$ cat src/rtl/dhr_pkg.sv
// shared constants and types for the debug halt/resume sideband
`default_nettype none
package dhr_pkg;
  // *****************************
  // status/control word layout
  // *****************************
  localparam int DSC_HALTED = 0;
  localparam int DSC_RESTARTED = 1;
  localparam int DSC_METHOD_LO = 2;
  localparam int DSC_METHOD_W = 4;
  localparam int DSC_FORCE_ACK = 10;
  localparam int DSC_DRAINED = 19;
  localparam int DSC_TX_FULL = 29;
  localparam int DSC_RX_FULL = 30;
  localparam logic [3:0] METHOD_EXT_HALT = 4'h4;
  localparam logic [31:0] DSC_RESET = 32'h0000_0002;
  // *****************************
  // reset values, timing and base field position
  // *****************************
  localparam logic OS_LOCK_RESET = 1'b1;
  localparam logic KEEP_PWR_RESET = 1'b0;
  localparam logic [1:0] INIT_CAPTURE = 2'h2;
  localparam logic [1:0] INIT_DONE = 2'h3;
  localparam int BASE_LSB = 12;
  localparam int BASE_W = 20;
  // *****************************
  // controller register map
  // *****************************
  localparam int APB_AW = 12;
  localparam logic [11:0] CTL_OFF = 12'h000;
  localparam logic [11:0] STAT_OFF = 12'h004;
  localparam logic [11:0] ROM_OFF = 12'h008;
  localparam logic [11:0] SELF_OFF = 12'h00C;
  localparam int CTL_HALT_GO = 0;
  localparam int CTL_RESUME_GO = 1;
  localparam int CTL_PWRUP = 2;
  localparam int CTL_OSLOCK = 3;
  localparam int CTL_LOCKOUT = 4;
  localparam int CTL_ROM_V = 5;
  localparam int CTL_SELF_V = 6;
  localparam int CTL_W = 7;
  localparam logic [6:0] CTL_RESET = 7'h1C;
  localparam int ST_IN_W = 7;
  localparam int ST_HALT_BUSY = 7;
  localparam int ST_RESUME_BUSY = 8;
  // *****************************
  // state encodings
  // *****************************
  typedef enum logic [3:0] {
    CS_RUN = 4'b0001,
    CS_COMMIT = 4'b0010,
    CS_HALTED = 4'b0100,
    CS_RESTART = 4'b1000
  } dhr_core_state_type;
  typedef enum logic [2:0] {
    RS_IDLE = 3'b001,
    RS_WAIT = 3'b010,
    RS_HOLD = 3'b100
  } dhr_resume_state_type;
endpackage
`default_nettype wire

$ cat src/rtl/dhr_link_if.sv
// sideband wires between the core debug logic and the system controller
`default_nettype none
interface dhr_link_if;
  logic external_halt_request;
  logic resume_request;
  logic halt_committed;
  logic halted_ack;
  logic halt_memory_drained;
  logic resume_ack;
  logic comm_rx_pending;
  logic comm_tx_ready;
  logic keep_powered_request;
  logic powered_up_in;
  logic os_lock_reset_value;
  logic [19:0] rom_table_base;
  logic rom_table_base_valid;
  logic [19:0] self_offset;
  logic self_offset_valid;
  logic debugger_lockout;
  modport core (
    input external_halt_request, resume_request, powered_up_in, os_lock_reset_value,
    input rom_table_base, rom_table_base_valid, self_offset, self_offset_valid,
    input debugger_lockout,
    output halt_committed, halted_ack, halt_memory_drained, resume_ack,
    output comm_rx_pending, comm_tx_ready, keep_powered_request
  );
  modport ctl (
    output external_halt_request, resume_request, powered_up_in, os_lock_reset_value,
    output rom_table_base, rom_table_base_valid, self_offset, self_offset_valid,
    output debugger_lockout,
    input halt_committed, halted_ack, halt_memory_drained, resume_ack,
    input comm_rx_pending, comm_tx_ready, keep_powered_request
  );
endinterface
`default_nettype wire

$ cat src/rtl/dhr_core.sv
// core-side debug halt/resume sideband logic
//
// Our own choices: the APB slave port and the register offsets.
`default_nettype none
module dhr_core (
  // clock and debug reset
  input wire logic pclk,
  input wire logic presetn,
  // sideband link
  dhr_link_if.core lk,
  // core pipeline events
  input wire logic entry_complete,
  input wire logic barrier_complete,
  input wire logic tx_channel_full,
  input wire logic rx_channel_full,
  // debug register writes
  input wire logic ctrl_wr,
  input wire logic force_acknowledge_wr,
  input wire logic keep_powered_wr,
  input wire logic os_lock_wr,
  input wire logic os_lock_wr_value,
  // register views
  output logic [31:0] debug_status_control_word,
  output logic powered_up_status,
  output logic os_lock,
  output logic in_debug_state,
  output logic system_access_allowed,
  output logic ext_debug_instr_undefined,
  // static configuration views
  output logic [19:0] rom_table_base_out,
  output logic rom_table_base_valid_out,
  output logic [19:0] self_offset_out,
  output logic self_offset_valid_out
);
  // *****************************
  // state
  // *****************************
  typedef struct packed {
    dhr_pkg::dhr_core_state_type st;
    logic [31:0] dsc;
    logic committed;
    logic keep_pwr;
    logic os_lock;
    logic [1:0] init_cnt;
    logic halt_s1;
    logic halt_s2;
    logic resume_s1;
    logic resume_s2;
    logic pwr_s1;
    logic pwr_s2;
    logic lock_s1;
    logic lock_s2;
    logic oslk_s1;
    logic oslk_s2;
    logic [19:0] rom_s1;
    logic [19:0] rom_s2;
    logic romv_s1;
    logic romv_s2;
    logic [19:0] self_s1;
    logic [19:0] self_s2;
    logic selfv_s1;
    logic selfv_s2;
  } dhr_core_reg_type;

  localparam dhr_core_reg_type RESET_VALUE = '{
    st: dhr_pkg::CS_RUN,
    dsc: dhr_pkg::DSC_RESET,
    committed: 1'b0,
    keep_pwr: dhr_pkg::KEEP_PWR_RESET,
    os_lock: dhr_pkg::OS_LOCK_RESET,
    init_cnt: 2'h0,
    rom_s1: 20'h0_0000,
    rom_s2: 20'h0_0000,
    self_s1: 20'h0_0000,
    self_s2: 20'h0_0000,
    default: 1'b0
  };

  dhr_core_reg_type q;
  dhr_core_reg_type d;
  logic force_ack;

  // *****************************
  // next state
  // *****************************
  always_comb
  begin
    d = q;
    // pins from the other chip: first stage feeds only the second
    d.halt_s1 = lk.external_halt_request;
    d.halt_s2 = q.halt_s1;
    d.resume_s1 = lk.resume_request;
    d.resume_s2 = q.resume_s1;
    d.pwr_s1 = lk.powered_up_in;
    d.pwr_s2 = q.pwr_s1;
    d.lock_s1 = lk.debugger_lockout;
    d.lock_s2 = q.lock_s1;
    d.oslk_s1 = lk.os_lock_reset_value;
    d.oslk_s2 = q.oslk_s1;
    d.rom_s1 = lk.rom_table_base;
    d.rom_s2 = q.rom_s1;
    d.romv_s1 = lk.rom_table_base_valid;
    d.romv_s2 = q.romv_s1;
    d.self_s1 = lk.self_offset;
    d.self_s2 = q.self_s1;
    d.selfv_s1 = lk.self_offset_valid;
    d.selfv_s2 = q.selfv_s1;
    // channel flags follow the transfer logic every cycle
    d.dsc[dhr_pkg::DSC_TX_FULL] = tx_channel_full;
    d.dsc[dhr_pkg::DSC_RX_FULL] = rx_channel_full;
    // strap caught once the synchroniser has filled, never at reset itself
    if (q.init_cnt != dhr_pkg::INIT_DONE)
    begin
      d.init_cnt = q.init_cnt + 2'h1;
    end
    if (q.init_cnt == dhr_pkg::INIT_CAPTURE)
    begin
      d.os_lock = q.oslk_s2;
    end
    else if (os_lock_wr)
    begin
      d.os_lock = os_lock_wr_value;
    end
    if (ctrl_wr)
    begin
      d.dsc[dhr_pkg::DSC_FORCE_ACK] = force_acknowledge_wr;
      d.keep_pwr = keep_powered_wr;
    end
    unique case (q.st)
      dhr_pkg::CS_RUN:
      begin
        // commit on the first synchronised sight of the request
        if (q.halt_s2)
        begin
          d.st = dhr_pkg::CS_COMMIT;
          d.committed = 1'b1;
        end
      end
      dhr_pkg::CS_COMMIT:
      begin
        if (entry_complete)
        begin
          d.st = dhr_pkg::CS_HALTED;
          d.dsc[dhr_pkg::DSC_HALTED] = 1'b1;
          d.dsc[dhr_pkg::DSC_METHOD_LO +: dhr_pkg::DSC_METHOD_W] =
            dhr_pkg::METHOD_EXT_HALT;
        end
      end
      dhr_pkg::CS_HALTED:
      begin
        // drained can only follow halted: barrier is looked at here only
        if (barrier_complete)
        begin
          d.dsc[dhr_pkg::DSC_DRAINED] = 1'b1;
        end
        if (q.resume_s2 && q.dsc[dhr_pkg::DSC_RESTARTED])
        begin
          d.dsc[dhr_pkg::DSC_RESTARTED] = 1'b0;
          d.st = dhr_pkg::CS_RESTART;
        end
      end
      dhr_pkg::CS_RESTART:
      begin
        // exit waits for the request to fall, so a held request cannot re-enter
        if (!q.resume_s2)
        begin
          d.st = dhr_pkg::CS_RUN;
          d.committed = 1'b0;
          d.dsc[dhr_pkg::DSC_HALTED] = 1'b0;
          d.dsc[dhr_pkg::DSC_DRAINED] = 1'b0;
          d.dsc[dhr_pkg::DSC_RESTARTED] = 1'b1;
        end
      end
      default:
      begin
        d.st = dhr_pkg::CS_RUN;
      end
    endcase
  end

  // *****************************
  // registers
  // *****************************
  always_ff @(posedge pclk or negedge presetn)
  begin
    if (!presetn)
    begin
      q <= RESET_VALUE;
    end
    else
    begin
      q <= d;
    end
  end

  // *****************************
  // outputs
  // *****************************
  assign force_ack = q.dsc[dhr_pkg::DSC_FORCE_ACK];
  assign lk.halt_committed = q.committed | force_ack;
  assign lk.halted_ack = q.dsc[dhr_pkg::DSC_HALTED] | force_ack;
  assign lk.halt_memory_drained = q.dsc[dhr_pkg::DSC_DRAINED] | force_ack;
  assign lk.resume_ack = q.dsc[dhr_pkg::DSC_RESTARTED];
  assign lk.comm_tx_ready = ~q.dsc[dhr_pkg::DSC_TX_FULL];
  assign lk.comm_rx_pending = q.dsc[dhr_pkg::DSC_RX_FULL];
  assign lk.keep_powered_request = q.keep_pwr;
  assign debug_status_control_word = q.dsc;
  assign powered_up_status = q.pwr_s2;
  assign os_lock = q.os_lock;
  assign in_debug_state = q.dsc[dhr_pkg::DSC_HALTED];
  assign system_access_allowed = ~q.lock_s2;
  assign ext_debug_instr_undefined = q.lock_s2;
  assign rom_table_base_out = q.rom_s2;
  assign rom_table_base_valid_out = q.romv_s2;
  assign self_offset_out = q.self_s2;
  assign self_offset_valid_out = q.selfv_s2;
endmodule
`default_nettype wire

$ cat src/flat_wrapper.sv
// flat-port wrapper written by rule: the top's interface ports become plain ports
module dhr_core_flat 
  (pclk, presetn, entry_complete, barrier_complete, tx_channel_full, rx_channel_full, ctrl_wr, force_acknowledge_wr, keep_powered_wr, os_lock_wr, os_lock_wr_value, debug_status_control_word, powered_up_status, os_lock, in_debug_state, system_access_allowed, ext_debug_instr_undefined, rom_table_base_out, rom_table_base_valid_out, self_offset_out, self_offset_valid_out, lk_external_halt_request, lk_resume_request, lk_powered_up_in, lk_os_lock_reset_value, lk_rom_table_base, lk_rom_table_base_valid, lk_self_offset, lk_self_offset_valid, lk_debugger_lockout, lk_halt_committed, lk_halted_ack, lk_halt_memory_drained, lk_resume_ack, lk_comm_rx_pending, lk_comm_tx_ready, lk_keep_powered_request);
  dhr_link_if lk_i ();
  input wire logic pclk;
  input wire logic presetn;
  input wire logic entry_complete;
  input wire logic barrier_complete;
  input wire logic tx_channel_full;
  input wire logic rx_channel_full;
  input wire logic ctrl_wr;
  input wire logic force_acknowledge_wr;
  input wire logic keep_powered_wr;
  input wire logic os_lock_wr;
  input wire logic os_lock_wr_value;
  output logic [31:0] debug_status_control_word;
  output logic powered_up_status;
  output logic os_lock;
  output logic in_debug_state;
  output logic system_access_allowed;
  output logic ext_debug_instr_undefined;
  output logic [19:0] rom_table_base_out;
  output logic rom_table_base_valid_out;
  output logic [19:0] self_offset_out;
  output logic self_offset_valid_out;
  input wire logic [$bits(lk_i.external_halt_request)-1:0] lk_external_halt_request;
  input wire logic [$bits(lk_i.resume_request)-1:0] lk_resume_request;
  input wire logic [$bits(lk_i.powered_up_in)-1:0] lk_powered_up_in;
  input wire logic [$bits(lk_i.os_lock_reset_value)-1:0] lk_os_lock_reset_value;
  input wire logic [$bits(lk_i.rom_table_base)-1:0] lk_rom_table_base;
  input wire logic [$bits(lk_i.rom_table_base_valid)-1:0] lk_rom_table_base_valid;
  input wire logic [$bits(lk_i.self_offset)-1:0] lk_self_offset;
  input wire logic [$bits(lk_i.self_offset_valid)-1:0] lk_self_offset_valid;
  input wire logic [$bits(lk_i.debugger_lockout)-1:0] lk_debugger_lockout;
  output wire logic [$bits(lk_i.halt_committed)-1:0] lk_halt_committed;
  output wire logic [$bits(lk_i.halted_ack)-1:0] lk_halted_ack;
  output wire logic [$bits(lk_i.halt_memory_drained)-1:0] lk_halt_memory_drained;
  output wire logic [$bits(lk_i.resume_ack)-1:0] lk_resume_ack;
  output wire logic [$bits(lk_i.comm_rx_pending)-1:0] lk_comm_rx_pending;
  output wire logic [$bits(lk_i.comm_tx_ready)-1:0] lk_comm_tx_ready;
  output wire logic [$bits(lk_i.keep_powered_request)-1:0] lk_keep_powered_request;
  assign lk_i.external_halt_request = lk_external_halt_request;
  assign lk_i.resume_request = lk_resume_request;
  assign lk_i.powered_up_in = lk_powered_up_in;
  assign lk_i.os_lock_reset_value = lk_os_lock_reset_value;
  assign lk_i.rom_table_base = lk_rom_table_base;
  assign lk_i.rom_table_base_valid = lk_rom_table_base_valid;
  assign lk_i.self_offset = lk_self_offset;
  assign lk_i.self_offset_valid = lk_self_offset_valid;
  assign lk_i.debugger_lockout = lk_debugger_lockout;
  assign lk_halt_committed = lk_i.halt_committed;
  assign lk_halted_ack = lk_i.halted_ack;
  assign lk_halt_memory_drained = lk_i.halt_memory_drained;
  assign lk_resume_ack = lk_i.resume_ack;
  assign lk_comm_rx_pending = lk_i.comm_rx_pending;
  assign lk_comm_tx_ready = lk_i.comm_tx_ready;
  assign lk_keep_powered_request = lk_i.keep_powered_request;
  dhr_core u_core (.pclk(pclk), .presetn(presetn), .lk(lk_i), .entry_complete(entry_complete), .barrier_complete(barrier_complete), .tx_channel_full(tx_channel_full), .rx_channel_full(rx_channel_full), .ctrl_wr(ctrl_wr), .force_acknowledge_wr(force_acknowledge_wr), .keep_powered_wr(keep_powered_wr), .os_lock_wr(os_lock_wr), .os_lock_wr_value(os_lock_wr_value), .debug_status_control_word(debug_status_control_word), .powered_up_status(powered_up_status), .os_lock(os_lock), .in_debug_state(in_debug_state), .system_access_allowed(system_access_allowed), .ext_debug_instr_undefined(ext_debug_instr_undefined), .rom_table_base_out(rom_table_base_out), .rom_table_base_valid_out(rom_table_base_valid_out), .self_offset_out(self_offset_out), .self_offset_valid_out(self_offset_valid_out));
endmodule
$ cat config.mk
export PLATFORM = sky130hd
export DESIGN_NAME = dhr_core_flat
export DESIGN_NICKNAME = d
export VERILOG_FILES = /design/src/rtl/dhr_pkg.sv /design/src/rtl/dhr_link_if.sv /design/src/rtl/dhr_core.sv /design/src/flat_wrapper.sv
export SDC_FILE = /design/constraint.sdc
export NUM_CORES = 1
export LEC_CHECK = 0
export BUFFER_PORTS_ARGS = -buffer_cell sky130_fd_sc_hd__clkbuf_2
export CELL_PAD_IN_SITES_DETAIL_PLACEMENT = 0
export CELL_PAD_IN_SITES_GLOBAL_PLACEMENT = 1
export CORE_MARGIN = 2
export CORE_UTILIZATION = 38
export DETAILED_ROUTE_END_ITERATION = 10
export PLACE_DENSITY = 0.86
export SYNTH_ARGS = -nofsm -noshare
export SYNTH_HDL_FRONTEND = slang
export SYNTH_SLANG_ARGS = --single-unit
$ cat constraint.sdc
create_clock -name pclk -period 1.5 [get_ports pclk]
set_input_delay 0.375 -clock pclk [delete_from_list [all_inputs] [get_ports pclk]]
set_output_delay 0.375 -clock pclk [all_outputs]
set_load 0.1 [all_outputs]
## Yosys cells after proc, flatten, opt, wreduce, memory -nomap -nowiden

Index checks and enable logic that the tools add are counted.

| storage, ports and cells | value |
|---|---|
| flip-flop bits (word level) | 110 |
| input bits | 58 |
| output and inout port bits | 86 |

| operators by class | value |
|---|---|
| $add $sub $neg | 1 |
| eq/ne operators | 11 |
| mux-type cells | 17 |
| bitwise gates (word level) | 5 |
| reductions and logical operators | 11 |

Operators with widths:

| cell | number |
|---|---|
| two-way mux 4 bit | 4 |
| one-hot mux 4 bit (4 select lines) | 1 |
| AND reduction 3 bit | 4 |
| inequality test 2 bit (second input constant) | 4 |
| one-hot mux 1 bit (2 select lines) | 4 |
| nonzero test 2 bit | 4 |
| two-way mux 1 bit | 7 |
| == test 4 x 1 -> 1 bit (second input constant) | 1 |
| == test 4 x 2 -> 1 bit (second input constant) | 1 |
| == test 4 x 3 -> 1 bit (second input constant) | 1 |
| == test 4 bit (second input constant) | 1 |
| inequality test 2 x 1 -> 1 bit (second input constant) | 2 |
| AND reduction 4 bit | 1 |
| two-way mux 3 bit | 1 |
| OR 1 bit | 3 |
| adder 2 x 1 -> 2 bit (second input constant) | 1 |
| == test 2 bit (second input constant) | 1 |
| NOT 1 bit | 2 |
| AND reduction 2 bit | 1 |
| logical AND 1 bit | 1 |

## Logic depth before layout (Yosys ltp)

| depth | value |
|---|---|
| depth after elaboration | 3 |
| depth in mapped cells | 4 |
| gate-level depth less buffers | 4 |

## Worst setup path before layout

OpenSTA, ideal clock, no wires.

| timing path | value |
|---|---|
| kind | register to output |
| start point | register u_core.q, in the netlist u_core.ext_debug_instr_undefined |
| end point | output port system_access_allowed |
| arrival | 1.562 ns |
| required time | 1.125 ns |
| setup slack | -0.437 ns |
| stages on the path, launching flop included | 2 |
| cell sequence | dfrtp_1 -> inv_1 |

| between the ends | value |
|---|---|
| cells in the longest elaborated chain, start to end | 1 |

Ends and longest elaborated chain:

| element | line | source |
|---|---|---|
| start, declared | dhr_core.sv:79 | `dhr_core_reg_type q;` |
| start signal, assigned | dhr_core.sv:188 | `q <= RESET_VALUE;` |
| start signal, assigned | dhr_core.sv:192 | `q <= d;` |
| NOT 1 bit | dhr_core.sv:211 | `assign system_access_allowed = ~q.lock_s2;` |
| end, declared | flat_wrapper.sv:20 | `output logic system_access_allowed;` |

Every way passes these cells.

## Worst setup path after layout

| timing path | value |
|---|---|
| start point | register u_core.q, in the netlist u_core.debug_status_control_word[1] |
| end point | output port lk_resume_ack |

RTL lines:

| element | line | source |
|---|---|---|
| end, declared | flat_wrapper.sv:38 | `output wire logic [$bits(lk_i.resume_ack)-1:0] lk_resume_ack;` |

No word-level cell between the ends.

==> results.cfg <==
[layout]
area_growth_pct = 25.7
antenna_cells = 0
final_cells = 458
drive_gt1_share_pct = 48.0
nets = 384

[setup_path]
crit_cells = 1
cp_cell_sequence = buf_12
endpoint_kind = primary output
critPathLaunch = u_core.debug_status_control_word[1]
rr_worst_depth = 3
critPathArrivalTime_ps = 1220
crit_fanout = 3
start_kind = flip-flop
cp_top_family = flip-flops
slowest_delay_ps = 670
worstPathRequired_ps = 1120
slowest_stage = dfstp_4
crit_type = flip-flop to primary output
critPathBufInv = 1
timing.rr.start = u_core.q[132]

[floorplan]
start_util_pct = 39.5
io_pins = 144
row_count = 35
die_area_sq_mm = 0.0104
core_sq_mm = 0.00928
die_w_um = 102
chipHeight_um = 102

[clocking]
clkSlewWorstSetupHoldPaths_ps = 120
numCtsBuffers = 9
clkSinkCount = 110
htreeDepth = 3
worstSkewPairLatency_ps = 360
root_buffer = clkbuf_8
cts_tree = done
clock_path_buffers = 2

[placed_design]
io_buffers = 118
gp_congestion = 0.689
dp_hpwl_mm = 4.19
placed_cells = 437
dp_slack_ps = 199

[yosys]
syn_area_sq_mm = 0.00366
synthTopCellsByArea = dfrtp_1 (73%), buf_4 (15%), dfstp_2 (2.2%), nand2_1 (0.72%), a21oi_1 (0.68%)
yosysUniqueCellTypes = 30
synth-seq-area-share_pct = 75.2
synth_top_area_share_pct = 73.1
ys_warn_count = 0
ys_ff_latch = 110
synth_area_per_cell_sq_um = 15.3
syn_inst = 239
yosysTopAreaCell = dfrtp_1

[pwr]
peakVddDrop_v = 0.000812
p_per_area_mw_per_mm2 = 1560
leakage_nw = 2.28

[timing]
period_share_pct = 106
period_needed_ps = 1590
rsz0062_at_grt = true
finalSetupViolCount = 5
layout_setup_ws_ps = -92.6
skew_ps = 15.8
slew_viol_final = 0
final_hold_viol_count = 0
max_freq_mhz = 628

[worst_hold_path]
hold_start = lk_external_halt_request
whs_path_depth = 1
hold_path_class = input port to flip-flop

[run]
max_cap_viol_count = 0

[route]
drtIter0Drc = 36
drtAntennaViolNets = 0
avgRoutedWirePerCell_um = 12.5
drt-pass1-iter-count = 4
drcViolationCount = 0
post_drt_via_cell_ratio = 3.95
routed-via-count = 1808
postRouteWirelength_mm = 5.72

[global_route]
grt_overflow = 0
grt_pass1_vias = 1921
track_usage_pct = 12.0
antenna_found_initial = 0
grt_max_degree = 64
grt_pass1_wl_mm = 9.25

[outcome]
violations = setup timing
status = finished with violations
-- metal layers --
layer  track usage (%)  vias to the layer above  wire, um
met2              19.0                       94      2860
met3              6.16                        6       609
met5                 0                        -         0
li1                  -                      825         -
met4              3.90                        0        47
met1              14.2                      883      2200
-- cell usage in the layout (no fill, tap or decap), types with 3 or more instances in the layout --
cell type,Yosys,final
dfrtp_1,107,104
clkbuf_2,0,56
buf_4,72,52
conb_1,1,25
buf_12,0,16
clkbuf_8,0,10
nand2_1,7,7
inv_1,6,5
a21oi_1,5,5
a31oi_1,4,4
or2_4,0,3
nor2_1,3,3
o21ai_0,3,3
dfrtp_2,0,3
-- area by class of cell --
class,instances,area (sq um)
flip-flops and latches,110,2760
repair buffers,126,1010
multi-input cells,71,413
well taps,129,161
clock inverters,6,91.3
clock buffers,10,138
inverters,6,26.3
fillers,820,4680
-- worst paths after layout --
path | end | slack, ps
max in group asynchronous | u_core.q[131] | 610
worst max-delay path | lk_resume_ack | -90
worst min register to register | u_core.rom_table_base_out[10] | 350
worst max register to register | u_core.debug_status_control_word[0] | 160
min in group asynchronous | u_core.self_offset_out[6] | 530
worst min-delay path | u_core.d[92] | 110
-- where the power goes --
part           internal [W]  switching (W)  leakage (nW)
Clock              0.000867        0.00103         0.115
Sequential          0.00317       0.000130          1.27
Combinational      0.000518        0.00146         0.894
-- synth_stat cells --
cell type	number
dfrtp_1	107
buf_4	72
nand2_1	7
inv_1	6
a21oi_1	5
a31oi_1	4
dfstp_2	3
nor2_1	3
o21ai_0	3
or2_2	3
buf_6	2
clkbuf_1	2
ha_1	2
mux2_2	2
mux2i_1	2
nor3_1	2
a21o_1	1
a31o_2	1
and3_1	1
and3b_1	1
and3b_2	1
conb_1	1
nor2b_2	1
nor3b_2	1
o21a_1	1
o21ai_1	1
o31ai_1	1
o32a_1	1
or4_4	1
xnor2_1	1
-- sequential cells by signal (all words and copies together) (netlist names) --
signal                            flops
u_core.q                             10
u_core.os_lock                        1
u_core.self_offset_out               20
u_core.ext_debug_instr_undefined      1
u_core.powered_up_status              1
u_core.rom_table_base_out            20
u_core.lk.keep_powered_request        1
u_core.debug_status_control_word      7
u_core.rom_table_base_valid_out       1
u_core.self_offset_valid_out          1
u_core.d                             47
-- cells by family after synthesis --
group | Yosys count | synth area share, %
xor gates and xnor gates | 1 | 0.239
buffers and inverters | 82 | 16.2
other | 1 | 0.102
DFF | 110 | 75.2
muxes | 4 | 1.16
adders and majority gates | 2 | 0.683
AOI/OAI and AO/OA | 18 | 3.04
and+or+nand+nor | 21 | 3.38
-- metrics by stage --
stage / utilization (%) / cell area [sq um] / total power (W) / hold WS (ps) / setup TNS [ps]
final: 49.6 / 4610 / 0.00718 / 108 / -404
after global routing: 49.6 / 4610 / 0.00750 / 72.2 / -704
after CTS: 49.6 / 4600 / 0.00728 / 85.3 / -510
after detailed placement: 46.6 / 4330 / 0.00533 / 335 / 0
after global placement: 46.6 / 4330 / 0.00529 / 331 / 0
after floorplan: - / 3770 / 0.00497 / 79.4 / -143
-- repair_timing --
item,in CTS,in global routing
gates resized for setup,2,1
hold buffers,1,0
endpoints found under the hold margin,44,0
pin swaps,2,1
setup buffers,4,0
setup endpoints to repair,6,11
(Power assumes the default switching activity.)
